### src/mbg_pkg.sv
package mbg_pkg;

   // ************************************************************
   // bus geometry
   // ************************************************************
   localparam int AD_W      = 32;
   localparam int LANE_W    = 4;
   localparam int LANE_LSB  = 0;
   localparam int ADDR_LSB  = 4;
   localparam int BANK_LSB  = 28;
   localparam int BANK_BITS = 2;
   localparam int NUM_BANKS = 4;
   localparam int WIDX_W    = 2;
   localparam int DIAG_W    = 2;

   // ************************************************************
   // reset values and constants
   // ************************************************************
   localparam logic [WIDX_W-1:0] WIDX_FIRST = 2'h0;
   localparam logic [WIDX_W-1:0] WIDX_LAST  = 2'h3;
   localparam logic [LANE_W-1:0] LANES_ALL  = 4'hf;
   localparam logic [LANE_W-1:0] LANES_NONE = 4'h0;
   localparam logic [AD_W-1:0]   ADDR_RST   = 32'h0000_0000;
   localparam logic [DIAG_W-1:0] DIAG_RST   = 2'h0;

   // processor-side control strobes, all as seen on the pins
   typedef struct packed {
      logic ale;
      logic rd_n;
      logic wr_n;
      logic burst_n;
      logic data_drive_en_n;
   } mbg_bus_ctl_type;

   typedef enum logic [1:0] {
      MBG_IDLE  = 2'b00,
      MBG_READ  = 2'b01,
      MBG_WRITE = 2'b10
   } mbg_cyc_type;

endpackage : mbg_pkg

### src/mbg_cs_reg.sv
`timescale 1ns/100ps
`default_nettype none

module mbg_cs_reg
   import mbg_pkg::*;
#(
   parameter int NB = NUM_BANKS
) (
   input  wire logic            clk_in,
   input  wire logic            rst_in,
   input  wire logic            en_in,
   input  wire logic [AD_W-1:0] addr_in,
   output var  logic [NB-1:0]   cs_out
);

   function automatic logic [NB-1:0] bank_onehot(input logic [AD_W-1:0] a);
      logic [NB-1:0] r;
      r = '0;
      r[a[BANK_LSB +: BANK_BITS]] = 1'b1;
      return r;
   endfunction : bank_onehot

   // registered glitch-free selects
   // held until the next enable, so stable for the whole cycle
   always_ff @(posedge clk_in) begin
      if (rst_in) begin
         cs_out <= '0;
      end else if (en_in) begin
         cs_out <= bank_onehot(addr_in);
      end
   end

   AST_CS_HOLD: assert property (@(posedge clk_in) disable iff (rst_in)
      !en_in |=> $stable(cs_out))
      else $error("bank select changed without cycle begin");

endmodule : mbg_cs_reg

`default_nettype wire

### src/mbg_glue.sv
// Summary of operation
// - chip selects are registered on the clock, enabled by cycle begin
// - cycle begin pulses from read and write strobes at cycle start
// - byte lane selects ride on the lowest four bus lines in address phase
// - reads return the full word; all lanes enabled on reads
// - lane selects are valid with the address while latch strobe is high
// - word index inputs stand for the whole cycle, no latch needed
// - word index holds the word address in single reads and writes
// - in bursts word index steps zero to three per acknowledged word
// - a new cycle may begin right after the read data is taken
`timescale 1ns/100ps
`default_nettype none

module mbg_glue
   import mbg_pkg::*;
#(
   parameter int   NB          = NUM_BANKS,
   parameter logic LATE_WR_EN  = 1'b1
) (
   input  wire logic                   CLK_IN,
   input  wire logic                   RST_IN,
   input  wire logic [AD_W-1:0]        AD_IN,
   input  wire mbg_bus_ctl_type        BUS_CTL_IN,
   input  wire logic [WIDX_W-1:0]      WORD_IDX_IN,
   input  wire logic [DIAG_W-1:0]      DIAG_IN,
   input  wire logic                   MEM_WORD_READY_IN,
   output var  logic [AD_W-1:ADDR_LSB] ADDR_OUT,
   output var  logic [LANE_W-1:0]      BYTE_LANE_SELECT_OUT,
   output var  logic [WIDX_W-1:0]      WORD_IDX_OUT,
   output var  logic [DIAG_W-1:0]      FETCH_TYPE_OUT,
   output var  logic                   CYCLE_BEGIN_OUT,
   output var  logic [NB-1:0]          BANK_CS_OUT,
   output var  logic [NB*LANE_W-1:0]   BYTE_CS_OUT,
   output var  logic [LANE_W-1:0]      BYTE_WR_STROBE_OUT,
   output var  logic [LANE_W-1:0]      BYTE_RD_STROBE_OUT,
   output var  logic                   READ_WORD_ACK_N_OUT,
   output var  logic [NB-1:0]          XCVR_RD_EN_OUT,
   output var  logic                   XCVR_WR_EN_OUT
);

   // ************************************************************
   // decoded strobes
   // ************************************************************
   logic              rd;
   logic              wr;
   logic              burst;
   logic              drive_en;
   logic [AD_W-1:0]   addr_q;
   logic [AD_W-1:0]   addr_view;
   logic [LANE_W-1:0] lanes_view;
   logic [DIAG_W-1:0] diag_q;
   mbg_cyc_type       cyc_q;
   mbg_cyc_type       cyc_d;
   logic              cycle_begin;
   logic              wr_hold_q;

   assign rd       = !BUS_CTL_IN.rd_n;
   assign wr       = !BUS_CTL_IN.wr_n;
   assign burst    = !BUS_CTL_IN.burst_n;
   assign drive_en = !BUS_CTL_IN.data_drive_en_n;

   // ************************************************************
   // address latch
   // ************************************************************
   // transparent view
   // decode sees the bus while the strobe is high, the hold value after
   assign addr_view  = BUS_CTL_IN.ale ? AD_IN : addr_q;
   assign lanes_view = addr_view[LANE_LSB +: LANE_W];

   always_ff @(posedge CLK_IN) begin
      if (RST_IN) begin
         addr_q <= ADDR_RST;
      end else if (BUS_CTL_IN.ale) begin
         addr_q <= AD_IN;
      end
   end

   always_ff @(posedge CLK_IN) begin
      if (RST_IN) begin
         diag_q <= DIAG_RST;
      end else if (BUS_CTL_IN.ale) begin
         diag_q <= DIAG_IN;
      end
   end

   always_ff @(posedge CLK_IN) begin
      if (RST_IN) begin
         ADDR_OUT             <= ADDR_RST[AD_W-1:ADDR_LSB];
         BYTE_LANE_SELECT_OUT <= LANES_NONE;
         FETCH_TYPE_OUT       <= DIAG_RST;
      end else begin
         ADDR_OUT             <= addr_view[AD_W-1:ADDR_LSB];
         BYTE_LANE_SELECT_OUT <= lanes_view;
         FETCH_TYPE_OUT       <= BUS_CTL_IN.ale ? DIAG_IN : diag_q;
      end
   end

   // ************************************************************
   // cycle tracking
   // ************************************************************
   always_comb begin
      cyc_d = MBG_IDLE;
      if (wr) begin
         cyc_d = MBG_WRITE;
      end else if (rd) begin
         cyc_d = MBG_READ;
      end
   end

   // back-to-back cycles: a change of kind is a new cycle too
   assign cycle_begin = (cyc_d != MBG_IDLE) && (cyc_d != cyc_q);

   always_ff @(posedge CLK_IN) begin
      if (RST_IN) begin
         cyc_q           <= MBG_IDLE;
         CYCLE_BEGIN_OUT <= 1'b0;
      end else begin
         cyc_q           <= cyc_d;
         CYCLE_BEGIN_OUT <= cycle_begin;
      end
   end

   // ************************************************************
   // chip selects
   // ************************************************************
   mbg_cs_reg #(
      .NB      (NB)
   ) u_cs (
      .clk_in  (CLK_IN),
      .rst_in  (RST_IN),
      .en_in   (cycle_begin),
      .addr_in (addr_view),
      .cs_out  (BANK_CS_OUT)
   );

   // reads open every lane; the processor drops unwanted bytes
   always_ff @(posedge CLK_IN) begin
      if (RST_IN) begin
         BYTE_CS_OUT <= '0;
      end else if (cycle_begin) begin
         for (int b = 0; b < NB; b++) begin
            BYTE_CS_OUT[b*LANE_W +: LANE_W] <=
               (addr_view[BANK_LSB +: BANK_BITS] == BANK_BITS'(b)) ?
               (wr ? lanes_view : LANES_ALL) : LANES_NONE;
         end
      end
   end

   always_ff @(posedge CLK_IN) begin
      if (RST_IN) begin
         BYTE_WR_STROBE_OUT <= LANES_NONE;
         BYTE_RD_STROBE_OUT <= LANES_NONE;
      end else begin
         BYTE_WR_STROBE_OUT <= wr ? lanes_view : LANES_NONE;
         BYTE_RD_STROBE_OUT <= (rd && !wr) ? LANES_ALL : LANES_NONE;
      end
   end

   // ************************************************************
   // word index and read acknowledge
   // ************************************************************
   // no latch, buffered copy
   // single word index follows pins; bursts step on the pins
   always_ff @(posedge CLK_IN) begin
      if (RST_IN) begin
         WORD_IDX_OUT <= WIDX_FIRST;
      end else begin
         WORD_IDX_OUT <= WORD_IDX_IN;
      end
   end

   always_ff @(posedge CLK_IN) begin
      if (RST_IN) begin
         READ_WORD_ACK_N_OUT <= 1'b1;
      end else begin
         READ_WORD_ACK_N_OUT <= !(MEM_WORD_READY_IN && rd);
      end
   end

   // ************************************************************
   // transceiver enables
   // ************************************************************
   // one read enable per bank, gated by its bank select
   // drops at the clock after drive enable, inside a next address phase that follows at once
   always_ff @(posedge CLK_IN) begin
      if (RST_IN) begin
         XCVR_RD_EN_OUT <= '0;
      end else begin
         XCVR_RD_EN_OUT <= (drive_en && rd) ? BANK_CS_OUT : '0;
      end
   end

   // write enable hold
   // one extra cycle covers memory hold after the write strobe drops
   always_ff @(posedge CLK_IN) begin
      if (RST_IN) begin
         wr_hold_q      <= 1'b0;
         XCVR_WR_EN_OUT <= 1'b0;
      end else begin
         wr_hold_q      <= wr;
         XCVR_WR_EN_OUT <= (wr && !BUS_CTL_IN.ale &&
                           !(LATE_WR_EN && cycle_begin)) ||
                           (wr_hold_q && !wr && XCVR_WR_EN_OUT);
      end
   end

   // ************************************************************
   // checks
   // ************************************************************
   AST_CYCLE_BEGIN: assert property (@(posedge CLK_IN) disable iff (RST_IN)
      $rose(wr || rd) |-> ##1 CYCLE_BEGIN_OUT)
      else $error("no cycle begin at strobe assertion");

   AST_WR_LANES: assert property (@(posedge CLK_IN) disable iff (RST_IN)
      (wr && !BUS_CTL_IN.ale) |=>
      (BYTE_WR_STROBE_OUT & ~$past(lanes_view)) == LANES_NONE)
      else $error("write strobe on unselected byte");

   AST_RD_FULL: assert property (@(posedge CLK_IN) disable iff (RST_IN)
      (rd && !wr) |=> BYTE_RD_STROBE_OUT == LANES_ALL)
      else $error("read does not open all lanes");

   AST_LANE_LATCH: assert property (@(posedge CLK_IN) disable iff (RST_IN)
      $fell(BUS_CTL_IN.ale) |=> BYTE_LANE_SELECT_OUT ==
      $past(AD_IN[LANE_LSB +: LANE_W], 2))
      else $error("byte lanes not held after latch closes");

   AST_XCVR_RD: assert property (@(posedge CLK_IN) disable iff (RST_IN)
      ##1 (XCVR_RD_EN_OUT & ~$past(BANK_CS_OUT)) == '0)
      else $error("unselected bank drives read data");

   AST_WR_EN_LATE: assert property (@(posedge CLK_IN) disable iff (RST_IN)
      (LATE_WR_EN && cycle_begin) |=> !XCVR_WR_EN_OUT)
      else $error("write enable during address phase");

   AST_WR_EN_HOLD: assert property (@(posedge CLK_IN) disable iff (RST_IN)
      $fell(wr) ##0 XCVR_WR_EN_OUT |=> XCVR_WR_EN_OUT ##1 !XCVR_WR_EN_OUT)
      else $error("write enable not held one cycle after strobe");

   AST_WIDX_STABLE: assert property (@(posedge CLK_IN) disable iff (RST_IN)
      (wr && $past(wr)) |=> $stable(WORD_IDX_OUT))
      else $error("word index moved inside write");

   AST_BURST_FIRST: assert property (@(posedge CLK_IN) disable iff (RST_IN)
      (cycle_begin && rd && burst) |=> WORD_IDX_OUT == WIDX_FIRST)
      else $error("burst does not start at word zero");

   CVR_WRITE: cover property (@(posedge CLK_IN) disable iff (RST_IN)
      cycle_begin && wr ##[1:8] XCVR_WR_EN_OUT);
   CVR_BURST: cover property (@(posedge CLK_IN) disable iff (RST_IN)
      rd && burst && WORD_IDX_OUT == WIDX_LAST);
   CVR_RD_WR: cover property (@(posedge CLK_IN) disable iff (RST_IN)
      cyc_q == MBG_READ && cyc_d == MBG_WRITE);

endmodule : mbg_glue

`default_nettype wire

### config.mk
export PLATFORM = sky130hd
export DESIGN_NAME = mbg_glue
export DESIGN_NICKNAME = d
export VERILOG_FILES = /design/src/mbg_pkg.sv /design/src/mbg_cs_reg.sv /design/src/mbg_glue.sv
export SDC_FILE = /design/constraint.sdc
export NUM_CORES = 1
export LEC_CHECK = 0
export BUFFER_PORTS_ARGS = -buffer_cell sky130_fd_sc_hd__buf_2
export CORE_AREA = 2 2 77 79
export DETAILED_ROUTE_END_ITERATION = 10
export DIE_AREA = 0 0 79 81
export GPL_TIMING_DRIVEN = 0
export HOLD_SLACK_MARGIN = 0.02
export PLACE_DENSITY_LB_ADDON = 0.1
export SYNTH_ARGS = -nofsm -noshare
export SYNTH_HDL_FRONTEND = slang
export SYNTH_SLANG_ARGS = --single-unit
### constraint.sdc
create_clock -name CLK_IN -period 3.5 [get_ports CLK_IN]
set_input_delay 0.525 -clock CLK_IN [delete_from_list [all_inputs] [get_ports CLK_IN]]
set_output_delay 0.525 -clock CLK_IN [all_outputs]
set_load 0.02 [all_outputs]
### Word level (Yosys, flattened, before mapping)

Index checks and enable logic that the tools add are counted.

| storage, ports and cells | value |
|---|---|
| memories | 0 |
| input port bits | 44 |
| ROM bits | 0 |
| latch bits | 0 |
| logic and storage cells | 53 |
| register bits | 106 |
| memory bits (writable) | 0 |
| output and inout port bits | 71 |

| cells by class | value |
|---|---|
| $add $sub $neg | 0 |
| eq/ne operators | 4 |
| multipliers | 0 |
| shifts and indexed selects | 0 |
| mux-type cells | 11 |
| order comparisons | 2 |
| bitwise gates (word level) | 1 |
| div/mod/pow operators | 0 |
| reductions and logical operators | 20 |

Operator list:

| cell | count |
|---|---|
| $mux 32 | 1 |
| $mux 4 | 6 |
| $logic_and 1x1->1 | 9 |
| $logic_not 1->1 | 6 |
| $eq 2x2->1 const B | 2 |
| $reduce_or 2->1 | 2 |
| $lt 2x3->1 const B | 1 |
| $demux 1 s2 | 1 |
| $eq 2x1->1 const B | 1 |
| $ge 2x1->1 const B | 1 |
| $logic_not 2->1 | 1 |
| $mux 1 | 2 |
| $mux 2 | 1 |
| $ne 2x2->1 | 1 |
| $reduce_bool 2->1 | 1 |
| $logic_or 1x1->1 | 1 |
| $not 1->1 | 1 |

### Longest topological paths before layout

Gate-level depths: netlist of the first run.

| depth | value |
|---|---|
| depth after elaboration | 7 |
| mapped depth | 6 |
| depth with buffers taken out | 4 |

### By module

From an unflattened synthesis of the first run, not the netlist that was laid out.

| unflattened totals | value |
|---|---|
| cell total of the unflattened synthesis | 257 |
| area, all modules | 2730.1 sq um |

By module, submodules not included:

| module | times used | seq. area each (sq um) | area each (sq um) | cells each |
|---|---|---|---|---|
| mbg_glue | 1 | 1301.2 | 2572.5 | 241 |
| mbg_cs_reg | 1 | 80.1 | 157.7 | 16 |

### Least setup slack after synthesis of the first run

No wires, ideal clock.

| timing | value |
|---|---|
| path kind | input port to flip-flop |
| start point | in BUS_CTL_IN[2] (netlist name) |
| end point | reg BYTE_CS_OUT[10] |
| buffers on the path | 1 |
| required time | 3374 ps |
| slack | 1821 ps |
| stages on the path | 5 |
| library setup time | 126 ps |
| data arrival time | 1553 ps |
| path through | ha_1 or3b_4 o21ai_4 buf_6 o31ai_1 |

| between the ends | value |
|---|---|
| word-level cells in the longest chain between the ends | 3 |
| elaborated cells on any way between the ends | 6 |
| those cells by class | eq/ne (1); mux (3); reduce/logical (2) |

RTL lines:

| item | RTL line | source |
|---|---|---|
| from (decl) | mbg_glue.sv:23 | `input wire mbg_bus_ctl_type BUS_CTL_IN,` |
| $mux 2 | mbg_glue.sv:103 | `if (wr) begin` |
| $ne 2x2->1 or $reduce_bool 2->1 (tied branches) | mbg_glue.sv:111 | `assign cycle_begin = (cyc_d != MBG_IDLE) && (cyc_d != cyc_q);` |
| $logic_and 1x1->1 | mbg_glue.sv:111 |  |
| to (signal, indexed assignment) | mbg_glue.sv:142 | `BYTE_CS_OUT[b*LANE_W +: LANE_W] <=` |
| to (decl) | mbg_glue.sv:33 | `output var logic [NB*LANE_W-1:0] BYTE_CS_OUT,` |

Parallel ways exist; a longest one is shown, timed or not.
A chain may end at the register's enable or synchronous reset.

### Final worst setup path of the first run

| timing | value |
|---|---|
| start point | reg BYTE_RD_STROBE_OUT[2] |
| end point | out BYTE_RD_STROBE_OUT[2] |

RTL lines:

| item | RTL line | source |
|---|---|---|
| from (decl) | mbg_glue.sv:35 | `output var logic [LANE_W-1:0] BYTE_RD_STROBE_OUT,` |
| from (signal assigned) | mbg_glue.sv:155 | `BYTE_RD_STROBE_OUT <= (rd && !wr) ? LANES_ALL : LANES_NONE;` |

No word-level cell between the ends.

==> flow_metrics.tcl, run 1 <==
set metrics [dict create \
    status "finished clean" \
    criticalPathCategory "flop to primary output" \
    yosys-top-cells-area "dfxtp_1, mux2i_1, o221ai_1" \
    timing.final.crit_share_pct 47.2 \
    rsz0062_at_grt "false" \
    yosys.area.top_type_share_pct 50.3 \
    avgSynthCellArea_sq_um 10.4 \
    htree_levels 3 \
    yosysSeqAreaShare_pct 50.3 \
    grt_max_degree 12 \
    p_sw_uw 471 \
    drt_wl_total_um 6550 \
    cts_resized 0 \
    synth-async-reset-ratio_pct 0 \
    internal_power_mw 1.37 \
    vias_per_cell 5.12 \
    worstPathMaxFanout 8 \
    grtUsageTotal_pct 20.6 \
    p_leak_nw 1.78 \
    grt_pass1_wl_um 10200 \
    wl_per_cell_um 14.0 \
    share_comb_of_total_power_pct 14.7 \
    fin_nets 431 \
    ioPinCount 115 \
    cp.arrival_ps 1130 \
    post-route-min-period_ps 1650 \
    start_util_pct 48.4 \
    drive_gt1_share_pct 39.4 \
    synth_edf_count 0 \
    synthCells 264 \
    cts_buffers 9 \
    maxSlewViolCount 0 \
    rows 28 \
    gp_congestion 0.755 \
    min_path_type "primary input to flop" \
    synth_seq_cells 69 \
    synth_cell_types 29 \
    antenna_found_initial 0 \
    cellPowerDensity_nw_per_um2 508 \
    netlist_top_cells_count "dfxtp_1, nor2_1, mux2i_1, o221ai_1, nor2b_1" \
    p_seq_share_pct 46.0 \
    fp.dieArea_sq_um 6400 \
    required_ps 2970 \
    ir_drop_v 0.000330 \
    ctsLongestPathBuffers 2 \
    fp.dieH_um 81 \
    postCtsSetupBuffers 0 \
    drt_iter0_markers 99 \
    final_hold_viol_count 0 \
    postCtsHoldBufs 0 \
    setup_viol 0 \
    clock_sinks 69 \
    worst_slew_pin_slew_ps 484 \
    cap_violations 0 \
    syn2layout_area_growth_pct 31.8 \
    firstDrtPassIters 4 \
    grt-ovfl-total 0 \
    yosys.area.top_type "dfxtp_1" \
    grt_pass1_vias 2205 \
    coreArea_sq_um 5680 \
    cp-start-kind "flop" \
    p_sw_share_pct 25.6 \
    clockRootBuffer "clkbuf_8" \
    yosysMostFrequentCell "dfxtp_1" \
    vias 2385 \
    synth_ff_type "dfxtp_1" \
    die_w_um 79 \
    yosysWarnings 0 \
    max_freq_mhz 606 \
    cts_tree "yes" \
    clock-skew-final_ps 6.30 \
    drc 0 \
    place_inst 450 \
    clk-insertion-delay-late_ps 340 \
    syn-cell-area_sq_um 2750 \
    antenna_left 0 \
    syn-num-nets 309 \
    n_antenna_cell 0 \
    clkTransAtPathRegs_ps 70 \
    port_buffers 111 \
    fin_setup_tns_ps 0 \
    end_kind "primary output" \
    dp_hpwl_um 4770 \
    slew_headroom_pct 67.7 \
    layout.cells.non_filler 466 \
    clockPowerShare_pct 39.3 \
]
[per-layer routing]
metal,wire length [um],GRT usage (%),part of all wire (%),vias up
met3,446,6.56,6.8,11
met2,3060,32.7,47,88
met5,0,0,0,-
li1,-,-,-,1181
met1,2920,25.6,45,1105
met4,113,9.48,1.7,0
[through the flow]
step | util (%) | total power [mW] | hold WS, ps | worst slack (ps) | instance area (sq um)
6_report | 63.8 | 1.84 | 360 | 1850 | 3620
4_1_cts | 63.8 | 1.86 | 352 | 1840 | 3620
5_1_grt | 63.8 | 1.91 | 347 | 1780 | 3620
3_3_place_gp | 59.9 | 1.13 | 467 | 1600 | 3400
3_5_place_dp | 59.9 | 1.14 | 474 | 1570 | 3400
2_1_floorplan | - | 1.04 | 561 | 1820 | 2750
[sequential cells by signal (all words and copies together), names as in the netlist]
signal,flops
BYTE_CS_OUT,16
BYTE_RD_STROBE_OUT,1
BYTE_WR_STROBE_OUT,4
CYCLE_BEGIN_OUT,1
FETCH_TYPE_OUT,2
READ_WORD_ACK_N_OUT,1
WORD_IDX_OUT,2
XCVR_RD_EN_OUT,4
XCVR_WR_EN_OUT,1
addr_q,32
cyc_q,1
u_cs.cs_out,4
[area by class of cell]
| type | count | area [sq um] |
|---|---|---|
| tap | 75 | 93.8 |
| timing repair buffer | 111 | 556 |
| clock inverter | 4 | 70.1 |
| multi-input combinational | 168 | 1200 |
| clock buffer | 12 | 155 |
| fill | 517 | 2050 |
| buffer | 26 | 163 |
| sequential | 69 | 1380 |
| inverter | 1 | 3.75 |
[critical path: stages, from the launching register on]
cell and delay (ps):
dfxtp_1 480, buf_4 160, buf_2 150
[power groups by stage]
stage          clock network [mW]  registers, mW  logic [mW]
6_report                    0.724          0.846       0.272
4_1_cts                     0.738          0.847       0.273
3_5_place_dp                    0          0.864       0.272
5_1_grt                     0.768          0.851       0.295
3_3_place_gp                    0          0.862       0.269
2_1_floorplan                   0          0.914       0.126
[cell families (layout without fill, tap and decap cells)]
group                      count (synthesis)  after routing  synth area share (%)
and+or+nand+nor                           85             85                  16.4
AOI/OAI and AO/OA                         48             48                  14.4
DFF                                       69             69                  50.3
adders and majority gates                  1              1                 0.455
buffers and inverters                     27            154                  6.05
muxes                                     34             34                  12.4
[cell usage in the layout (no fill, tap or decap), types with 2 or more instances in the layout]
cell / netlist / final
clkinv_2: 0 / 2
o32ai_1: 3 / 3
mux2i_1: 34 / 34
bufinv_16: 0 / 2
buf_6: 4 / 4
nand2b_1: 4 / 4
nor3b_2: 3 / 3
and3b_1: 3 / 3
and2_1: 9 / 9
buf_4: 6 / 6
o31ai_1: 12 / 12
nor3_1: 7 / 7
a21oi_1: 4 / 4
clkbuf_8: 0 / 11
clkbuf_1: 6 / 7
nor2_1: 40 / 40
buf_2: 10 / 121
nor2b_1: 16 / 16
dfxtp_1: 69 / 69
o21bai_1: 3 / 3
o221ai_1: 20 / 20
[path summary, 6_finish.rpt]
check        cells past startpoint                   from               endpoint  slack [ps]
min reg2reg                      2             addr_q[30]             addr_q[30]         490
max                              2  BYTE_RD_STROBE_OUT[2]  BYTE_RD_STROBE_OUT[2]        1850
min                              2      MEM_WORD_READY_IN    READ_WORD_ACK_N_OUT         360
max reg2reg                      6               cyc_q[1]         BYTE_CS_OUT[8]        1930
(Power assumes the default switching activity.)
==> run 2, diff against run 1 <==
CORE_AREA = 2 2 83 85   (was 2 2 77 79)
DIE_AREA = 0 0 85 87   (was 0 0 79 81)
clock period = 1.4 ns   (was 3.5 ns; I/O delays follow)
==> run 2 against run 1 <==
  * Worst hold slack got worse by 280 ps
  * Setup slack got worse by 1900 ps
  * Wire length grew 4.0%
  * Die area grew 16%
  * Critical path depth increased by 3
  * Combinational power increased to 2.8 times the previous value
  * Global-route usage is 2.1 points lower
  * Power increased to 2.5 times the previous value
  * The flow now finishes with violations (negative setup slack)
  * Flip-flop and latch count did not move
  * Utilization shrank 5.7 points
  * Final cell count up 2.8%
==> flow_metrics.tcl, run 2 (synthesis results as in run 1) <==
set metrics [dict create \
    cts_tree "yes" \
    hold_slack_ps 76.4 \
    drc 0 \
    fill_cells 623 \
    critPathSlowestCell "or3b_4" \
    p_seq_share_pct 45.2 \
    max_freq_mhz 668 \
    port_buffers 111 \
    reg2reg_depth 5 \
    start_util_pct 41.8 \
    maxSlewViolCount 0 \
    clockPowerShare_pct 38.6 \
    cp.arrival_ps 1720 \
    grtUsageTotal_pct 18.5 \
    ir_drop_v 0.000627 \
    path_depth 5 \
    whs_path_depth 2 \
    grt_pass1_vias 2342 \
    drive_gt1_share_pct 44.4 \
    setup_viol 18 \
    ctsLongestPathBuffers 2 \
    gp_congestion 0.782 \
    grt-ovfl-total 0 \
    rows 30 \
    cts_buffers 9 \
    layout_common_cells "buf_2, dfxtp_1, nor2_1, mux2i_1, o221ai_1" \
    criticalPathCategory "flop to flop" \
    n_antenna_cell 0 \
    worstPathMaxFanout 5 \
    antenna_found_initial 0 \
    worst_slack_ps -97.7 \
    clk-insertion-delay-late_ps 340 \
    clock-skew-final_ps 6.60 \
    share_comb_of_total_power_pct 16.2 \
    fp.dieH_um 87 \
    path_buf_inv 1 \
    dp_hpwl_um 4850 \
    ioPinCount 115 \
    internal_power_mw 3.43 \
    layout.cells.non_filler 479 \
    wl_per_cell_um 14.2 \
    drt_wl_total_um 6810 \
    p_leak_nw 1.85 \
    grt_pass1_wl_um 10900 \
    p_sw_share_pct 26.8 \
    htree_levels 3 \
    largestRegisters "addr_q (32), BYTE_CS_OUT (16)" \
    coreArea_sq_um 6570 \
    drt_iter0_markers 83 \
    post-route-min-period_ps 1500 \
    cp-start-kind "flop" \
    worst_slew_pin_slew_ps 566 \
    final_common_cell "buf_2" \
    clockRootBuffer "clkbuf_8" \
    fin_setup_tns_ps -1280 \
    required_ps 1620 \
    utilization_pct 58.1 \
    power.total_mw 4.68 \
    die_w_um 85 \
    slew_headroom_pct 62.3 \
    fin_nets 439 \
    clock_sinks 69 \
    largest-register "addr_q" \
    slowest_delay_ps 420 \
    antenna_left 0 \
    largest_reg_flops 32 \
    final_hold_viol_count 0 \
    vias_per_cell 5.12 \
    crit_family "simple AND/OR/NAND/NOR gates" \
    p_sw_mw 1.25 \
    worstPathCellList "ha_4, or3b_4, o21ai_4, buf_6, o31ai_1" \
    violations "negative setup slack" \
    timing.final.crit_share_pct 107 \
    cap_violations 0 \
    cellPowerDensity_nw_per_um2 1230 \
    firstDrtPassIters 4 \
    syn2layout_area_growth_pct 38.9 \
    end_kind "flop" \
    vias 2453 \
    clkTransAtPathRegs_ps 70 \
    status "complete, but fails checks" \
    place_inst 455 \
    fp.dieArea_sq_um 7400 \
    grt_max_degree 13 \
    rsz0062_at_grt "true" \
    min_path_type "primary input to flop" \
]
==> run 2: cell types whose count changed in the layout (fill, tap and decap cells not counted), sizes merged <==
| cell | previous run | this run |
|---|---|---|
| buf | 131 | 138 |
| clkbuf | 18 | 16 |
| clkinv | 2 | 3 |
| clkinvlp | 0 | 1 |
| dlygate4sd3 | 0 | 1 |
==> run 2: worst paths after layout <==
kind	startpoint	to	slack, ps
max	cyc_q[1]	BYTE_CS_OUT[15]	-100
min	WORD_IDX_IN[0]	WORD_IDX_OUT[0]	80
max reg2reg	cyc_q[1]	BYTE_CS_OUT[15]	-100
min reg2reg	u_cs.cs_out[1]	XCVR_RD_EN_OUT[1]	490
==> run 2: worst reg2reg max path, stage by stage, from the launching register on <==
cell	delay, ps
dfxtp_2	330
ha_4	280
or3b_4	420
o21ai_4	110
buf_6	160
o31ai_1	80
==> run 2: per-layer routing <==
| metal | part of all wire, % | vias to the layer above | global-route usage (%) |
|---|---|---|---|
| met5 | 0 | - | 0 |
| met4 | 1.8 | 0 | 8.51 |
| met3 | 7.9 | 11 | 5.50 |
| met2 | 47 | 83 | 30.3 |
| met1 | 44 | 1160 | 22.5 |
| li1 | - | 1199 | - |
==> run 2: cell type report <==
type                       count  area [sq um]  share of cell area, %
buffer                        25           176                   4.62
sequential                    69          1380                   36.2
inverter                       1          3.75                 0.0983
tap                           80           100                   2.62
timing repair buffer         120           629                   16.5
clock buffer                  10           138                   3.60
clock inverter                 6          86.3                   2.26
multi-input combinational    168          1300                   34.1
==> run 2: power groups by stage <==
stage	clock (mW)	combinational [mW]	sequential (mW)
6_report	1.81	0.758	2.12
4_1_cts	1.83	0.717	2.12
3_5_place_dp	0	0.690	2.16
3_3_place_gp	0	0.683	2.16
2_1_floorplan	0	0.318	2.29
5_1_grt	1.93	0.824	2.13
==> run 2: per-stage QoR <==
stage	worst slack, ps	instance area [sq um]
floorplan	-6.49	2760
finish	-97.7	3820
CTS	-81.3	3710
global placement	-132	3420
global route	-148	3820
detailed placement	-146	3420
==> run 2: timing repair <==
action / CTS / global route
cloned: 1 / 0
endpoints found under the hold margin: 1 / 0
pin swaps: 3 / 2
endpoints found under the setup margin: 15 / 21
hold buffers: 1 / 0
buffers inserted: 2 / 5
gates resized for setup: 11 / 14
==> run 3, diff against run 2 <==
BUFFER_PORTS_ARGS = unset   (was -buffer_cell sky130_fd_sc_hd__buf_2)
CORE_AREA = 2 2 74 76   (was 2 2 83 85)
DIE_AREA = 0 0 76 78   (was 0 0 85 87)
DONT_BUFFER_PORTS = 1   (was unset)
TNS_END_PERCENT = 50   (was unset)
==> run 3 against run 2 <==
  * The flow still finishes with violations (negative setup slack)
  * Worst hold slack lost 44 ps
  * Non-clock buffer count down 98
  * Flip-flop and latch count is the same
  * Sequential share of layout area increased by 5.0 points
  * Combinational power fell by 34%
  * Critical path type unchanged
  * Critical endpoint is now BYTE_CS_OUT[9]
==> flow_metrics.tcl, run 3 (synthesis results as in run 1) <==
set metrics [dict create \
    final_hold_viol_count 0 \
    fp.dieH_um 78 \
    criticalPathCategory "flop to flop" \
    timing.final.crit_share_pct 108 \
    rsz0062_at_grt "true" \
    post-place-ws_ps -122 \
    final_common_cell "dfxtp_1" \
    clock_sinks 69 \
    utilization_pct 66.7 \
    cellPowerDensity_nw_per_um2 1230 \
    cts_buffers 9 \
    syn2layout_area_growth_pct 22.3 \
    p_sw_mw 1.17 \
    cp-start-kind "flop" \
    ir_drop_v 0.000806 \
    dp_hpwl_um 4190 \
    ioPinCount 115 \
    post-route-min-period_ps 1520 \
    grt_pass1_vias 2063 \
    status "complete, but fails checks" \
    clkTransAtPathRegs_ps 70 \
    p_leak_nw 1.35 \
    drt_iter0_markers 70 \
    antenna_found_initial 0 \
    grt_max_degree 12 \
    drive_gt1_share_pct 21.3 \
    path_buf_inv 1 \
    cp.arrival_ps 1720 \
    rows 26 \
    fp.dieArea_sq_um 5930 \
    critPathSlowestCell "or3b_4" \
    fin_nets 341 \
    layout.cells.non_filler 370 \
    drc 0 \
    slew_headroom_pct 67.6 \
    htree_levels 3 \
    layout_common_cells "dfxtp_1, nor2_1, mux2i_1, dlygate4sd3_1, o221ai_1" \
    grt_pass1_wl_um 10100 \
    violations "negative setup slack" \
    share_comb_of_total_power_pct 12.1 \
    firstDrtPassIters 4 \
    slowest_delay_ps 420 \
    maxSlewViolCount 0 \
    grtUsageTotal_pct 21.9 \
    start_util_pct 54.5 \
    p_seq_share_pct 54.6 \
    die_w_um 76 \
    worstPathCellList "ha_4, or3b_4, o21ai_4, buf_6, o31ai_1" \
    clk-insertion-delay-late_ps 330 \
    worst_slack_ps -118 \
    worstPathMaxFanout 5 \
    setup_viol 16 \
    gp_congestion 0.759 \
    largest-register "addr_q" \
    internal_power_mw 2.98 \
    fill_cells 417 \
    crit_family "simple AND/OR/NAND/NOR gates" \
    grt-ovfl-total 0 \
    vias_per_cell 5.57 \
    drt_wl_total_um 6400 \
    n_antenna_cell 0 \
    place_inst 334 \
    cts_tree "yes" \
    largest_reg_flops 32 \
    worst_slew_pin_slew_ps 485 \
    cap_violations 0 \
    post-route-cell-area_sq_um 3360 \
    coreArea_sq_um 5040 \
    ctsLongestPathBuffers 2 \
    p_sw_share_pct 28.2 \
    min_path_type "primary input to flop" \
    clockPowerShare_pct 33.2 \
    clockRootBuffer "clkbuf_8" \
    max_freq_mhz 659 \
    wl_per_cell_um 17.3 \
    port_buffers 0 \
    place_area_sq_um 2850 \
    clock-skew-final_ps 4.82 \
    antenna_left 0 \
    largestRegisters "addr_q (32), BYTE_CS_OUT (16)" \
    vias 2060 \
    required_ps 1600 \
    end_kind "flop" \
]
[run 3: cell count changes in the layout (fill, tap and decap cells not counted), moves of 2 or more]
cell,before,now
o31ai_1,8,5
buf_2,117,6
o31ai_4,0,2
bufinv_16,2,0
buf_4,14,8
dlygate4sd3_1,1,18
[run 3: cell type report]
class	count	area [sq um]	share of cell area, %
tap	70	87.6	2.61
inverter	1	3.75	0.112
clock inverter	4	25.0	0.744
clock buffer	11	141	4.21
sequential	69	1390	41.2
timing repair buffer	21	219	6.51
multi-input combinational	168	1320	39.3
buffer	26	180	5.36
[run 3: final timing paths]
path                        from           endpoint  slack, ps  cells after the start
hold / removal          AD_IN[7]          addr_q[7]         30                      2
setup reg to reg        cyc_q[1]     BYTE_CS_OUT[9]       -120                      5
setup / recovery        cyc_q[1]     BYTE_CS_OUT[9]       -120                      5
hold reg to reg   u_cs.cs_out[0]  XCVR_RD_EN_OUT[0]        600                      1
[run 3: what timing repair did]
item,in CTS,in global routing
pin swaps,2,4
resized for setup,5,24
hold buffers,18,0
cloned,1,0
setup buffers,1,1
endpoints found under the hold margin,18,0
endpoints found under the setup margin,14,21
[run 3: power by group through the flow]
stage / Combinational [mW] / Sequential (mW) / Clock (mW)
4_1_cts: 0.454 / 2.26 / 1.42
6_report: 0.503 / 2.26 / 1.38
2_1_floorplan: 0.318 / 2.29 / 0
3_3_place_gp: 0.384 / 2.31 / 0
3_5_place_dp: 0.390 / 2.31 / 0
5_1_grt: 0.551 / 2.28 / 1.51
[run 3: metal layers]
metal | GRT usage (%) | part of all wire (%) | up-vias
met5 | 0 | 0 | -
met4 | 8.00 | 1.4 | 0
met3 | 9.77 | 9.0 | 8
met2 | 33.8 | 48 | 80
met1 | 27.2 | 42 | 968
li1 | - | - | 1004
[run 3: stage by stage]
step | hold WS, ps | setup TNS, ps | power, mW
after floorplan | 272 | -58.4 | 2.60
after global placement | 274 | -980 | 2.69
after detailed placement | 277 | -1120 | 2.70
after CTS | 21.1 | -1180 | 4.14
after global routing | 23.4 | -2270 | 4.33
final | 32.3 | -1450 | 4.14
